File: config.mk
export PLATFORM = sky130hd
export DESIGN_NAME = bpm_pad_mux
export DESIGN_NICKNAME = d
export VERILOG_FILES = /design/src/verilog/bpm_pkg.sv /design/src/verilog/bpm_pad_mux.sv
export SDC_FILE = /design/constraint.sdc
export NUM_CORES = 1
export LEC_CHECK = 0
export ABC_AREA = 1
export BUFFER_PORTS_ARGS = -buffer_cell sky130_fd_sc_hd__buf_4
export CELL_PAD_IN_SITES_DETAIL_PLACEMENT = 1
export CELL_PAD_IN_SITES_GLOBAL_PLACEMENT = 1
export CORE_MARGIN = 3
export CORE_UTILIZATION = 28
export DETAILED_ROUTE_END_ITERATION = 10
export GPL_TIMING_DRIVEN = 0
export PLACE_DENSITY = 0.83
export SLEW_MARGIN = 5
export SYNTH_ARGS = -nofsm -noshare
export SYNTH_HDL_FRONTEND = slang
export SYNTH_SLANG_ARGS = --single-unit
File: constraint.sdc
create_clock -name i_clk -period 1.9 [get_ports i_clk]
set_input_delay 0 -clock i_clk [delete_from_list [all_inputs] [get_ports i_clk]]
set_output_delay 0 -clock i_clk [all_outputs]
set_load 0.1 [all_outputs]
File: src/verilog/bpm_pkg.sv
/*
  Shared constants and carrier types for the Bluetooth pad function mux:
  pad indices, pad function codes and the bundles that pass between the
  Bluetooth core and the pad ring.
  Assumes a single core clock and that pad buffers resolve out/oe pairs.
*/
package bpm_pkg;

  // ------------------------------------------------------------------
  // pad indices
  // ------------------------------------------------------------------
  localparam int NUM_PADS = 19;
  localparam int GPIO_W = 8;
  localparam int FUNC_W = 4;

  localparam int PAD_UART_CTS = 0;
  localparam int PAD_UART_RTS = 1;
  localparam int PAD_UART_RXD = 2;
  localparam int PAD_UART_TXD = 3;
  localparam int PAD_PCM_IN = 4;
  localparam int PAD_PCM_OUT = 5;
  localparam int PAD_PCM_SYNC = 6;
  localparam int PAD_PCM_CLK = 7;
  localparam int PAD_I2S_DO = 8;
  localparam int PAD_I2S_DI = 9;
  localparam int PAD_I2S_WS = 10;
  localparam int PAD_I2S_CLK = 11;
  localparam int PAD_GPIO5 = 12;
  localparam int PAD_GPIO4 = 13;
  localparam int PAD_GPIO3 = 14;
  localparam int PAD_GPIO2 = 15;
  localparam int PAD_GPIO1 = 16;
  localparam int PAD_GPIO0 = 17;
  localparam int PAD_CLK_REQ = 18;

  // ------------------------------------------------------------------
  // pad function codes
  // ------------------------------------------------------------------
  localparam logic [3:0] FN_0 = 4'h0;
  localparam logic [3:0] FN_1 = 4'h1;
  localparam logic [3:0] FN_2 = 4'h2;
  localparam logic [3:0] FN_3 = 4'h3;
  localparam logic [3:0] FN_4 = 4'h4;
  localparam logic [3:0] FN_5 = 4'h5;
  localparam logic [3:0] FN_7 = 4'h7;
  localparam logic [3:0] FN_15 = 4'hF;

  localparam logic RST_LOW = 1'b0;

  // ------------------------------------------------------------------
  // carriers
  // ------------------------------------------------------------------
  // signals the core drives toward the pads
  typedef struct packed {
    logic uart_rts_n;
    logic uart_txd;
    logic pcm_out;
    logic pcm_master;
    logic pcm_sync_out;
    logic pcm_clk_out;
    logic i2s_master_data;
    logic i2s_master_wordsel;
    logic i2s_master_bitclk;
    logic i2s_slave_data;
    logic bt_priority;
    logic coex_radio_busy;
    logic radio_link_indicator;
    logic clk_req;
    logic host_clk;
    logic low_power_osc_out;
    logic audio_clk;
    logic class1_ctrl;
    logic flash_serial_clock;
    logic flash_select_n;
    logic flash_data_out;
    logic [7:0] gpio_out;
    logic [7:0] gpio_oe;
    logic [7:0] agpio_out;
    logic [7:0] agpio_oe;
  } bpm_core_out_t;

  // signals sampled from the pads for the core
  typedef struct packed {
    logic uart_cts_n;
    logic uart_rxd;
    logic pcm_in;
    logic pcm_sync_in;
    logic pcm_clk_in;
    logic i2s_data_in;
    logic i2s_slave_bitclk;
    logic i2s_slave_wordsel;
    logic coex_tx_grant;
    logic flash_data_in;
    logic [7:0] gpio_in;
    logic [7:0] agpio_in;
  } bpm_core_in_t;

  // one pad's drive
  typedef struct packed {
    logic out;
    logic oe;
  } bpm_pad_drv_t;

endpackage

File: src/verilog/bpm_pad_mux.sv
/*
  Per-pad function multiplexer for the Bluetooth multipurpose pads.
  Each pad has its own 4-bit function select; the mux routes core signals
  out to the pads with matching output enables and gathers pad levels
  back into the core input bundle.
  Assumes all pad inputs and selects are synchronous to i_clk.
*/
// Overview of operation
// (RULE1) each pad is software-chosen GPIO or function
// (RULE2) per-pad select, codes 0..7 and 15
// (RULE3) pad selects are fully independent
// (RULE4) select zero means plain general-purpose I/O, except UART on the UART pads and clk_req on CLK_REQ
// (RULE5) second GPIO group via PCM/I2S pads
// (RULE6) PCM sync driven as master, sampled otherwise
// (RULE7) PCM clock driven as master, sampled otherwise
// (RULE8) coex busy pad high during BT slots
// (RULE9) partner drives tx grant; pad input only
// (RULE10) flash mode drives SPI serial clock
// (RULE11) flash mode drives select low-active
// (RULE12) flash drives data-in line device samples
// (RULE13) UART RTS driven as pad output
// (RULE14) clock request driven as device output
// (RULE15) oe follows function; unassigned means input
`timescale 1ns/1ps

module bpm_pad_mux #(
  parameter int NPADS = bpm_pkg::NUM_PADS
) (
  input wire logic i_clk,
  input wire logic i_reset,
  input wire logic [NPADS*bpm_pkg::FUNC_W-1:0] i_pad_func,
  input wire bpm_pkg::bpm_core_out_t i_core,
  output bpm_pkg::bpm_core_in_t o_core,
  input wire logic [NPADS-1:0] i_pad_in,
  output logic [NPADS-1:0] o_pad_out,
  output logic [NPADS-1:0] o_pad_oe
);
  import bpm_pkg::*;

  // ------------------------------------------------------------------
  // helpers
  // ------------------------------------------------------------------
  // each pad decodes only its own select field
  function automatic logic [3:0] fn_of(input int p,
      input logic [NPADS*FUNC_W-1:0] f);
    fn_of = f[p*FUNC_W +: FUNC_W]; // RULE3
  endfunction

  function automatic bpm_pad_drv_t drv(input logic v, input logic e);
    drv.out = v;
    drv.oe = e;
  endfunction

  // output side of one pad; default leaves the pad as an input
  function automatic bpm_pad_drv_t pad_drive(input int p,
      input logic [3:0] f, input bpm_core_out_t c);
    bpm_pad_drv_t d;
    d = drv(1'b0, 1'b0); // RULE15
    case (p)
      PAD_UART_CTS: begin
        if (f == FN_7) d = drv(c.agpio_out[1], c.agpio_oe[1]); // RULE5
      end
      PAD_UART_RTS: begin
        if (f == FN_0) d = drv(c.uart_rts_n, 1'b1); // RULE13
        else if (f == FN_7) d = drv(c.agpio_out[0], c.agpio_oe[0]);
      end
      PAD_UART_RXD: begin
        if (f == FN_7) d = drv(c.gpio_out[5], c.gpio_oe[5]);
      end
      PAD_UART_TXD: begin
        if (f == FN_0) d = drv(c.uart_txd, 1'b1);
        else if (f == FN_7) d = drv(c.gpio_out[4], c.gpio_oe[4]);
      end
      PAD_PCM_IN: begin
        if (f == FN_0) d = drv(c.agpio_out[3], c.agpio_oe[3]); // RULE5
        else if (f == FN_3) d = drv(c.host_clk, 1'b1);
      end
      PAD_PCM_OUT: begin
        case (f)
          FN_0: d = drv(c.agpio_out[2], c.agpio_oe[2]); // RULE5
          FN_1, FN_2: d = drv(c.pcm_out, 1'b1);
          FN_3: d = drv(c.radio_link_indicator, 1'b1);
          FN_5: d = drv(c.i2s_master_data, 1'b1);
          FN_7: d = drv(c.i2s_slave_data, 1'b1);
          FN_15: d = drv(c.flash_data_out, 1'b1);
          default: d = drv(1'b0, 1'b0);
        endcase
      end
      PAD_PCM_SYNC: begin
        case (f)
          FN_0: d = drv(c.agpio_out[1], c.agpio_oe[1]);
          FN_1, FN_2: d = drv(c.pcm_sync_out, c.pcm_master); // RULE6
          FN_3: d = drv(c.host_clk, 1'b1);
          FN_4: d = drv(c.low_power_osc_out, 1'b1);
          FN_5: d = drv(c.i2s_master_wordsel, 1'b1);
          FN_15: d = drv(c.flash_select_n, 1'b1); // RULE11
          default: d = drv(1'b0, 1'b0);
        endcase
      end
      PAD_PCM_CLK: begin
        case (f)
          FN_0: d = drv(c.agpio_out[0], c.agpio_oe[0]);
          FN_1, FN_2: d = drv(c.pcm_clk_out, c.pcm_master); // RULE7
          FN_5: d = drv(c.i2s_master_bitclk, 1'b1);
          FN_15: d = drv(c.flash_serial_clock, 1'b1); // RULE10
          default: d = drv(1'b0, 1'b0);
        endcase
      end
      PAD_I2S_DO: begin
        case (f)
          FN_0: d = drv(c.agpio_out[5], c.agpio_oe[5]);
          FN_1: d = drv(c.pcm_out, 1'b1);
          FN_4: d = drv(c.i2s_slave_data, 1'b1);
          FN_5: d = drv(c.i2s_master_data, 1'b1);
          FN_7: d = drv(c.bt_priority, 1'b1);
          default: d = drv(1'b0, 1'b0);
        endcase
      end
      PAD_I2S_DI: begin
        // grant function stays an input: oe low
        if (f == FN_0) d = drv(c.agpio_out[6], c.agpio_oe[6]);
        else if (f == FN_3) d = drv(c.host_clk, 1'b1); // RULE9
      end
      PAD_I2S_WS: begin
        case (f)
          FN_0: d = drv(c.gpio_out[7], c.gpio_oe[7]);
          FN_1: d = drv(c.pcm_sync_out, c.pcm_master); // RULE6
          FN_3: d = drv(c.radio_link_indicator, 1'b1);
          FN_5: d = drv(c.i2s_master_wordsel, 1'b1);
          default: d = drv(1'b0, 1'b0);
        endcase
      end
      PAD_I2S_CLK: begin
        case (f)
          FN_0: d = drv(c.gpio_out[6], c.gpio_oe[6]);
          FN_1: d = drv(c.pcm_clk_out, c.pcm_master); // RULE7
          FN_4: d = drv(c.low_power_osc_out, 1'b1);
          FN_5: d = drv(c.i2s_master_bitclk, 1'b1);
          default: d = drv(1'b0, 1'b0);
        endcase
      end
      PAD_GPIO5: begin
        case (f)
          FN_0: d = drv(c.gpio_out[5], c.gpio_oe[5]); // RULE4
          FN_1: d = drv(c.host_clk, 1'b1);
          FN_3: d = drv(c.i2s_master_bitclk, 1'b1);
          FN_7: d = drv(c.clk_req, 1'b1); // RULE14
          default: d = drv(1'b0, 1'b0);
        endcase
      end
      PAD_GPIO4: begin
        case (f)
          FN_0: d = drv(c.gpio_out[4], c.gpio_oe[4]); // RULE4
          FN_1: d = drv(c.radio_link_indicator, 1'b1);
          FN_3: d = drv(c.i2s_master_data, 1'b1);
          FN_4: d = drv(c.i2s_slave_data, 1'b1);
          default: d = drv(1'b0, 1'b0);
        endcase
      end
      PAD_GPIO3: begin
        if (f == FN_0) d = drv(c.gpio_out[3], c.gpio_oe[3]); // RULE4
        else if (f == FN_3) d = drv(c.i2s_master_wordsel, 1'b1);
      end
      PAD_GPIO2: begin
        if (f == FN_0) d = drv(c.gpio_out[2], c.gpio_oe[2]); // RULE4
      end
      PAD_GPIO1: begin
        if (f == FN_0) d = drv(c.gpio_out[1], c.gpio_oe[1]); // RULE4
        else if (f == FN_7) d = drv(c.class1_ctrl, 1'b1);
      end
      PAD_GPIO0: begin
        case (f)
          FN_0: d = drv(c.gpio_out[0], c.gpio_oe[0]); // RULE4
          FN_4: d = drv(c.audio_clk, 1'b1);
          FN_7: d = drv(c.coex_radio_busy, 1'b1); // RULE8
          default: d = drv(1'b0, 1'b0);
        endcase
      end
      PAD_CLK_REQ: begin
        if (f == FN_0) d = drv(c.clk_req, 1'b1); // RULE14
        else if (f == FN_7) d = drv(c.agpio_out[7], c.agpio_oe[7]);
      end
      default: d = drv(1'b0, 1'b0);
    endcase
    pad_drive = d;
  endfunction

  // ------------------------------------------------------------------
  // output path
  // ------------------------------------------------------------------
  logic [NPADS-1:0] pad_out_nxt;
  logic [NPADS-1:0] pad_oe_nxt;
  logic [NPADS-1:0] pad_out_r;
  logic [NPADS-1:0] pad_oe_r;

  // one decoder per pad, each keyed only by its own select
  for (genvar g = 0; g < NPADS; g++) begin : g_pad
    wire bpm_pad_drv_t d_w = pad_drive(g, fn_of(g, i_pad_func), i_core);
    assign pad_out_nxt[g] = d_w.out; // RULE1 RULE2
    assign pad_oe_nxt[g] = d_w.oe; // RULE15
  end

  // registered so pads never see decoder glitches on a select change
  always_ff @(posedge i_clk or posedge i_reset) begin
    if (i_reset) begin
      pad_out_r <= '0;
      pad_oe_r <= '0;
    end else begin
      pad_out_r <= pad_out_nxt;
      pad_oe_r <= pad_oe_nxt;
    end
  end

  assign o_pad_out = pad_out_r;
  assign o_pad_oe = pad_oe_r;

  // ------------------------------------------------------------------
  // input path
  // ------------------------------------------------------------------
  // a pad contributes only while its select names that function;
  // several pads on one function are ORed, so avoid such setups
  function automatic logic hit(input int p, input logic [3:0] f);
    hit = (fn_of(p, i_pad_func) == f) & i_pad_in[p];
  endfunction

  function automatic logic sel(input int p, input logic [3:0] f);
    sel = (fn_of(p, i_pad_func) == f);
  endfunction

  bpm_core_in_t in_nxt;
  bpm_core_in_t in_r;

  // a process, not assigns: hit and sel read the pad ports directly,
  // and only a process keeps such reads in its sensitivity
  always_comb begin
    in_nxt = '0;
    // idle-high UART inputs read high when no pad carries them
    in_nxt.uart_cts_n = ~sel(PAD_UART_CTS, FN_0) |
        i_pad_in[PAD_UART_CTS];
    in_nxt.uart_rxd = ~sel(PAD_UART_RXD, FN_0) |
        i_pad_in[PAD_UART_RXD];
    in_nxt.pcm_in = hit(PAD_PCM_IN, FN_1) | hit(PAD_PCM_IN, FN_2) |
        hit(PAD_I2S_DI, FN_1);
    // sampled only while an external master drives them
    in_nxt.pcm_sync_in = ~i_core.pcm_master &
        (hit(PAD_PCM_SYNC, FN_1) | hit(PAD_PCM_SYNC, FN_2) |
         hit(PAD_I2S_WS, FN_1)); // RULE6
    in_nxt.pcm_clk_in = ~i_core.pcm_master &
        (hit(PAD_PCM_CLK, FN_1) | hit(PAD_PCM_CLK, FN_2) |
         hit(PAD_I2S_CLK, FN_1)); // RULE7
    in_nxt.i2s_data_in = hit(PAD_PCM_IN, FN_7) |
        hit(PAD_I2S_DI, FN_4) | hit(PAD_GPIO2, FN_4);
    in_nxt.i2s_slave_bitclk = hit(PAD_PCM_CLK, FN_7) |
        hit(PAD_I2S_CLK, FN_7) | hit(PAD_GPIO5, FN_4);
    in_nxt.i2s_slave_wordsel = hit(PAD_PCM_SYNC, FN_7) |
        hit(PAD_I2S_WS, FN_7) | hit(PAD_GPIO3, FN_4);
    in_nxt.coex_tx_grant = hit(PAD_I2S_DI, FN_7); // RULE9
    in_nxt.flash_data_in = hit(PAD_PCM_IN, FN_15); // RULE12
    in_nxt.gpio_in = {
        hit(PAD_I2S_WS, FN_0), hit(PAD_I2S_CLK, FN_0),
        hit(PAD_GPIO5, FN_0) | hit(PAD_UART_RXD, FN_7),
        hit(PAD_GPIO4, FN_0) | hit(PAD_UART_TXD, FN_7),
        hit(PAD_GPIO3, FN_0), hit(PAD_GPIO2, FN_0),
        hit(PAD_GPIO1, FN_0), hit(PAD_GPIO0, FN_0)}; // RULE4
    in_nxt.agpio_in = {
        hit(PAD_CLK_REQ, FN_7), hit(PAD_I2S_DI, FN_0),
        hit(PAD_I2S_DO, FN_0), RST_LOW,
        hit(PAD_PCM_IN, FN_0), hit(PAD_PCM_OUT, FN_0),
        hit(PAD_PCM_SYNC, FN_0) | hit(PAD_UART_CTS, FN_7),
        hit(PAD_PCM_CLK, FN_0) | hit(PAD_UART_RTS, FN_7)}; // RULE5
  end

  // one register stage toward the core, matching the output path
  always_ff @(posedge i_clk or posedge i_reset) begin
    if (i_reset) in_r <= '0;
    else in_r <= in_nxt;
  end

  assign o_core = in_r;

endmodule

# Word level (Yosys, flattened, before mapping)
# Cells that the tools add are included.
# totals
reg_bits,63
inputBits,150
output_inout_bits,64
wordCells,181
# classes
eq_ne,57
mux,26
n_bitwise,62
n_reduce_logical,22
# op_table
operator,n
"4-bit by 3-bit equality test with 1-bit output, second input constant",31
4-bit logical NOT,19
"4-bit by 2-bit equality test with 1-bit output, second input constant",12
1-bit AND,41
"4-bit by 1-bit equality test with 1-bit output, second input constant",10
2-bit one-hot mux with 4 select lines,5
2-bit two-way mux,17
2-bit one-hot mux with 6 select lines,2
1-bit OR,18
"4-bit equality test, second input constant",4
2-bit one-hot mux with 5 select lines,1
2-bit one-hot mux with 3 select lines,1
2-bit OR reduction,3
1-bit NOT,3

# Depth between registers and ports, before layout
# Gate-level depths: netlist of the first run.
# depth
depth_word,5
depth_mapped,6

# Worst setup path after synthesis of the first run
# No wires, ideal clock.
# synth_path
path_type,flip-flop to output port
from,"register in_r, in the netlist o_core[0]"
to,output port o_core[0] in the netlist's numbering
t_arrival_ns,0.883
required_ns,1.900
slack_ns,1.017
stages_incl_launch_ff,1
n_path_buf,0
path_cell_list,dfrtp_1
# synth_rtl
item,line_no,text
from (decl),bpm_pad_mux.sv:231,bpm_core_in_t in_r;
from (signal assigned),bpm_pad_mux.sv:276,else in_r <= in_nxt;
to (decl),bpm_pad_mux.sv:33,"output bpm_pkg::bpm_core_in_t o_core,"
# No word-level cell between the ends.

==> results_dict.tcl, run 1 <==
set metrics [dict create \
    peakVddDrop_uv 356 \
    switching_power_uw 1350 \
    fp-row-count 37 \
    grt_max_degree 64 \
    total_power_uw 4030 \
    synth-seq-cells 63 \
    status "complete, but fails checks" \
    synth_cells 389 \
    p_int_uw 2680 \
    multi_input_area_um2 1270 \
    port_buffers 210 \
    die_y_um 111 \
    seq_area_frac_synth 0.512 \
    max_freq_ghz 0.533 \
    leakage_uw 0.00349 \
    critPathKind "primary input to flop" \
    totalWireLength_mm 18.6 \
    finish.net_count 896 \
    post-dp-hpwl_mm 9.77 \
    power_density_nw_per_um2 626 \
    vias 4463 \
    worstSetupEndpointType "flop" \
    setup_viol 0 \
    min_period_over_period 0.988 \
    synth_cell_types 23 \
    clock_sinks 63 \
    slew_viol_final 0 \
    fin_util 0.613 \
    clockRootBuffer "clkbuf_8" \
    boundaryPins 214 \
    arrival_ps 2150 \
    critPathLaunchType "primary input" \
    grt_usage 0.304 \
    cp_max_fo 5 \
    grt_pass1_vias 5167 \
    nFillCells 1258 \
    grt_antenna_before_repair 2 \
    drive_above_1_share 0.329 \
    yosysWarnings 0 \
    die_x_um 111 \
    die_area_um2 12300 \
    rsz0062_at_grt "true" \
    seq_area_um2 1580 \
    worst_pin_slew_ps 807 \
    syn_area_um2 3080 \
    place.gp.congestion 0.859 \
    post-cts-setup-buffer-count 0 \
    cts_buffers 9 \
    start_util 0.293 \
    max_cap_violations 0 \
    slew_headroom 0.462 \
    cts.path.max_buffers 2 \
    grt-ovfl-total 0 \
    synth_nets 539 \
    cts_tree "built" \
    switching_share 0.335 \
    drt_pre_antenna_iters 4 \
    clock_power_share 0.337 \
    areaGrowthSynthToFinish_pct 109 \
    layout_min_cycle_time_ps 1880 \
    antenna_left 0 \
    pwr-share-comb 0.313 \
    routedWlPerCell_um 20.9 \
    final_common_cell "buf_4" \
    cp_data_required_time_ps 2180 \
    hold-worst-slack_ps -13.7 \
    violations "hold timing" \
    hp-class "primary input to flop" \
    drt_iter0_drc 167 \
    hold_violations 1 \
    drc_errors 0 \
    coreArea_um2 10500 \
    p_seq_frac 0.350 \
    vias_per_cell 5.01 \
    htree_levels 3 \
    layout_common_cells "buf_4 (211), dlygate4sd3_1 (136), nand3_1 (63), dfrtp_1 (63), inv_1 (60)" \
    grt_pass1_wl_mm 29.2 \
    avgSynthCellArea_um2 7.91 \
    clk_pin_slew_ps 70 \
]
-- path summary, 6_finish.rpt --
check                               start       endpoint  slack (ps)  cells past startpoint
max in group asynchronous         i_reset      o_core[0]         980                      3
min in group asynchronous         i_reset  o_pad_out[17]         410                      3
max                        i_pad_func[18]    o_pad_oe[4]          20                      7
min                            i_core[45]  o_pad_out[14]         -10                      3
-- power by group through the flow --
stage | logic (uW) | registers (uW) | clock network (uW)
2_1_floorplan | 181 | 1820 | 0
3_5_place_dp | 1010 | 1430 | 0
4_1_cts | 1200 | 1410 | 1360
5_1_grt | 1330 | 1420 | 1440
3_3_place_gp | 988 | 1430 | 0
6_report | 1260 | 1410 | 1360
-- sequential cells by signal (all words and copies together), names as in the netlist --
name and flops:
o_core 25, o_pad_oe 19, o_pad_out 19
-- worst max-delay path, stage by stage --
cell and delay [ps]:
dlygate4sd3_1 550, buf_4 160, nor2_4 140, nand3_1 120
dlygate4sd3_1 590, nand2_1 60, dlygate4sd3_1 540
-- stage by stage --
| stage | cell area [um2] | TNS, ps | instances | setup WS [ps] |
|---|---|---|---|---|
| global route | 6440 | -81.7 | 889 | -81.7 |
| CTS | 6440 | 0 | 890 | 38.1 |
| detailed placement | 4830 | 0 | 735 | 1090 |
| finish | 6440 | 0 | 890 | 23.4 |
| global placement | 4820 | -30410 | 735 | -487 |
| floorplan | 3080 | 0 | 389 | 330 |
-- synth_stat cells --
cell | n | share of area
buf_4 | 1 | 0.0024
or2_2 | 1 | 0.0020
a21oi_1 | 3 | 0.0049
o21ai_1 | 3 | 0.0049
nand4_1 | 28 | 0.057
nand2_4 | 1 | 0.0037
nor2_2 | 9 | 0.018
inv_2 | 4 | 0.0049
nand3b_1 | 1 | 0.0024
nand2_2 | 1 | 0.0020
conb_1 | 1 | 0.0012
nand2_1 | 55 | 0.067
nor2_1 | 56 | 0.068
nor4_1 | 1 | 0.0020
dfrtp_1 | 63 | 0.51
nand3_1 | 63 | 0.10
and3_1 | 6 | 0.012
and2_1 | 2 | 0.0041
o21ai_0 | 18 | 0.029
o211ai_1 | 3 | 0.0073
nor3_1 | 6 | 0.0098
inv_1 | 61 | 0.074
nor2_4 | 2 | 0.0073
-- logic make-up (layout without fill, tap and decap cells) --
| group | after synthesis | in the layout | share of synthesized area |
|---|---|---|---|
| compound gates | 27 | 27 | 0.0463 |
| buf+inv | 66 | 428 | 0.0817 |
| flops | 63 | 63 | 0.512 |
| other cells | 1 | 4 | 0.00122 |
| simple gates | 232 | 232 | 0.359 |
-- cell type report --
type | instances | area share
sequential | 63 | 0.245
inverter | 65 | 0.0383
clock buffer | 13 | 0.0247
multi-input combinational | 260 | 0.197
tap | 136 | 0.0264
timing repair buffer | 346 | 0.456
antenna | 3 | 0.00117
buffer | 1 | 0.00117
clock inverter | 3 | 0.0101
-- per-layer routing --
layer	part of all wire	global-route usage	routed length, um
met5	0	0	0
met4	0.061	0.166	1130
met3	0.047	0.0622	877
met2	0.55	0.597	10300
met1	0.34	0.289	6320
-- repair_timing --
| action | CTS | global route |
|---|---|---|
| gates resized for setup | 0 | 5 |
| endpoints found under the hold margin | 126 | 0 |
| hold buffers | 139 | 0 |
| endpoints found under the setup margin | 0 | 6 |
(Power assumes the default switching activity.)
==> inputs of run 2 (changes only) <==
--- a/config.mk
+++ b/config.mk
@@ -14,6 +14,7 @@
 export DETAILED_ROUTE_END_ITERATION = 10
 export GPL_TIMING_DRIVEN = 0
 export PLACE_DENSITY = 0.83
+export RECOVER_POWER = 50
 export SLEW_MARGIN = 5
 export SYNTH_ARGS = -nofsm -noshare
 export SYNTH_HDL_FRONTEND = slang
==> run 2 against run 1 <==
Net effect: the flow still finishes with violations (hold timing); count of clock-buffer cells in the layout unchanged; first-iteration DRC count increased by 19%; clock power about the same; via count decreased by 0.13%; routed wire length increased by 0.32%; global-route usage unchanged; sequential power about the same; maximum frequency about the same; final cell count decreased by 0.11%; critical path type unchanged; largest power group unchanged.
==> results_dict.tcl, run 2 (same netlist as run 1, synthesis figures left out) <==
set metrics [dict create \
    hold_violations 1 \
    critPathLaunchType "primary input" \
    setup_viol 0 \
    grt-ovfl-total 0 \
    worstSetupEndpointType "flop" \
    cp_data_required_time_ps 2180 \
    grt_usage 0.304 \
    slew_headroom 0.0884 \
    worst_pin_slew_ps 1370 \
    die_x_um 111 \
    port_buffers 210 \
    drive_above_1_share 0.260 \
    cts_buffers 9 \
    power_density_nw_per_um2 644 \
    max_freq_ghz 0.533 \
    slew_viol_final 0 \
    layout_common_cells "buf_4 (142), dlygate4sd3_1 (136), nand3_1 (63), dfrtp_1 (63), inv_1 (60)" \
    drc_errors 0 \
    finish.net_count 896 \
    clock_power_share 0.342 \
    grt_max_degree 64 \
    peakVddDrop_uv 366 \
    areaGrowthSynthToFinish_pct 101 \
    clockRootBuffer "clkbuf_8" \
    final_common_cell "buf_4" \
    clk_pin_slew_ps 70 \
    grt_pass1_wl_mm 29.2 \
    min_period_over_period 0.987 \
    cp_max_fo 5 \
    die_y_um 111 \
    drt_iter0_drc 198 \
    start_util 0.293 \
    totalWireLength_mm 18.7 \
    rsz0062_at_grt "true" \
    worst_slack_ps 25.1 \
    p_int_uw 2630 \
    largest_reg_flops 25 \
    die_area_um2 12300 \
    boundaryPins 214 \
    hold-worst-slack_ps -17.0 \
    switching_power_uw 1360 \
    arrival_ps 2150 \
    leakage_uw 0.00327 \
    clock_sinks 63 \
    htree_levels 3 \
    post-dp-hpwl_mm 9.77 \
    cts.path.max_buffers 2 \
    layout_min_cycle_time_ps 1870 \
    nFillCells 1304 \
    coreArea_um2 10500 \
    antenna_left 0 \
    max_cap_violations 0 \
    hp-class "primary input to flop" \
    fp-row-count 37 \
    total_power_uw 3990 \
    vias_per_cell 5.01 \
    switching_share 0.340 \
    violations "hold timing" \
    p_seq_frac 0.353 \
    critPathKind "primary input to flop" \
    post-cts-setup-buffer-count 0 \
    vias 4457 \
    cts_tree "built" \
    pre_cts_slack_ps 1090 \
    routedWlPerCell_um 21.0 \
    pwr-share-comb 0.305 \
    grt_antenna_before_repair 2 \
    place.gp.congestion 0.859 \
    grt_pass1_vias 5167 \
    status "complete, but fails checks" \
    drt_pre_antenna_iters 4 \
]
## run 2: cell count changes in the layout (fill, tap and decap cells not counted)
cell and change:
nor2_2 -1, buf_1 +2, inv_2 +1, inv_4 -1, clkbuf_1 +49, diode_2 -1, nor2_1 +1, clkbuf_4 +2
clkbuf_2 +16, buf_4 -69
## run 2: path summary, 6_finish.rpt
path	slack, ps	depth (start not counted)	from	endpoint
worst max-delay path	30	7	i_pad_func[18]	o_pad_oe[4]
min in group asynchronous	640	3	i_reset	o_pad_out[17]
max in group asynchronous	450	3	i_reset	o_core[13]
worst min-delay path	-20	3	i_core[45]	o_pad_out[14]
## run 2: layout make-up
class / instances / area, um2 / share of cell area
multi-input cells: 260 / 1270 / 0.204
plain buffers: 1 / 7.51 / 0.00121
flip-flops and latches: 63 / 1580 / 0.254
diodes: 2 / 5.00 / 0.000807
inverters: 65 / 244 / 0.0393
repair buffers: 346 / 2710 / 0.436
clock buffers: 13 / 159 / 0.0256
clock inverters: 3 / 65.1 / 0.0105
well taps: 136 / 170 / 0.0274
## run 2: metal layers
layer / global-route usage / vias to the layer above / routed length (um)
met3: 0.0622 / 77 / 945
met5: 0 / - / 0
met4: 0.166 / 0 / 1180
met2: 0.597 / 199 / 10200
met1: 0.289 / 2189 / 6330
li1: - / 1992 / -
## run 2: worst max-delay path: stages
cell	delay [ps]
dlygate4sd3_1	550
buf_4	160
nor2_4	140
nand3_1	110
dlygate4sd3_1	590
nand2_1	60
dlygate4sd3_1	540
## run 2: repair_timing
item                                   in CTS  in global routing
endpoints found under the hold margin     126                  0
setup endpoints to repair                   0                  6
resized for setup                           0                  5
hold buffers                              139                  0
## run 2: power by group through the flow
stage               clock network, uW  registers [uW]  logic (uW)
floorplan                           0            1820         181
global placement                    0            1430         988
detailed placement                  0            1430        1010
CTS                              1360            1410        1200
global route                     1440            1410        1280
finish                           1370            1410        1220
## run 2: through the flow
step	hold WS [ps]	area (um2)	setup TNS, ps	utilization	std cells
6_report	-17.0	6200	0	0.590	889
3_3_place_gp	209	4820	-30410	0.459	735
5_1_grt	20.2	6200	-81.7	0.590	889
3_5_place_dp	204	4830	0	0.459	735
2_1_floorplan	63.1	3080	0	-	389
4_1_cts	0.0623	6440	0	0.613	890
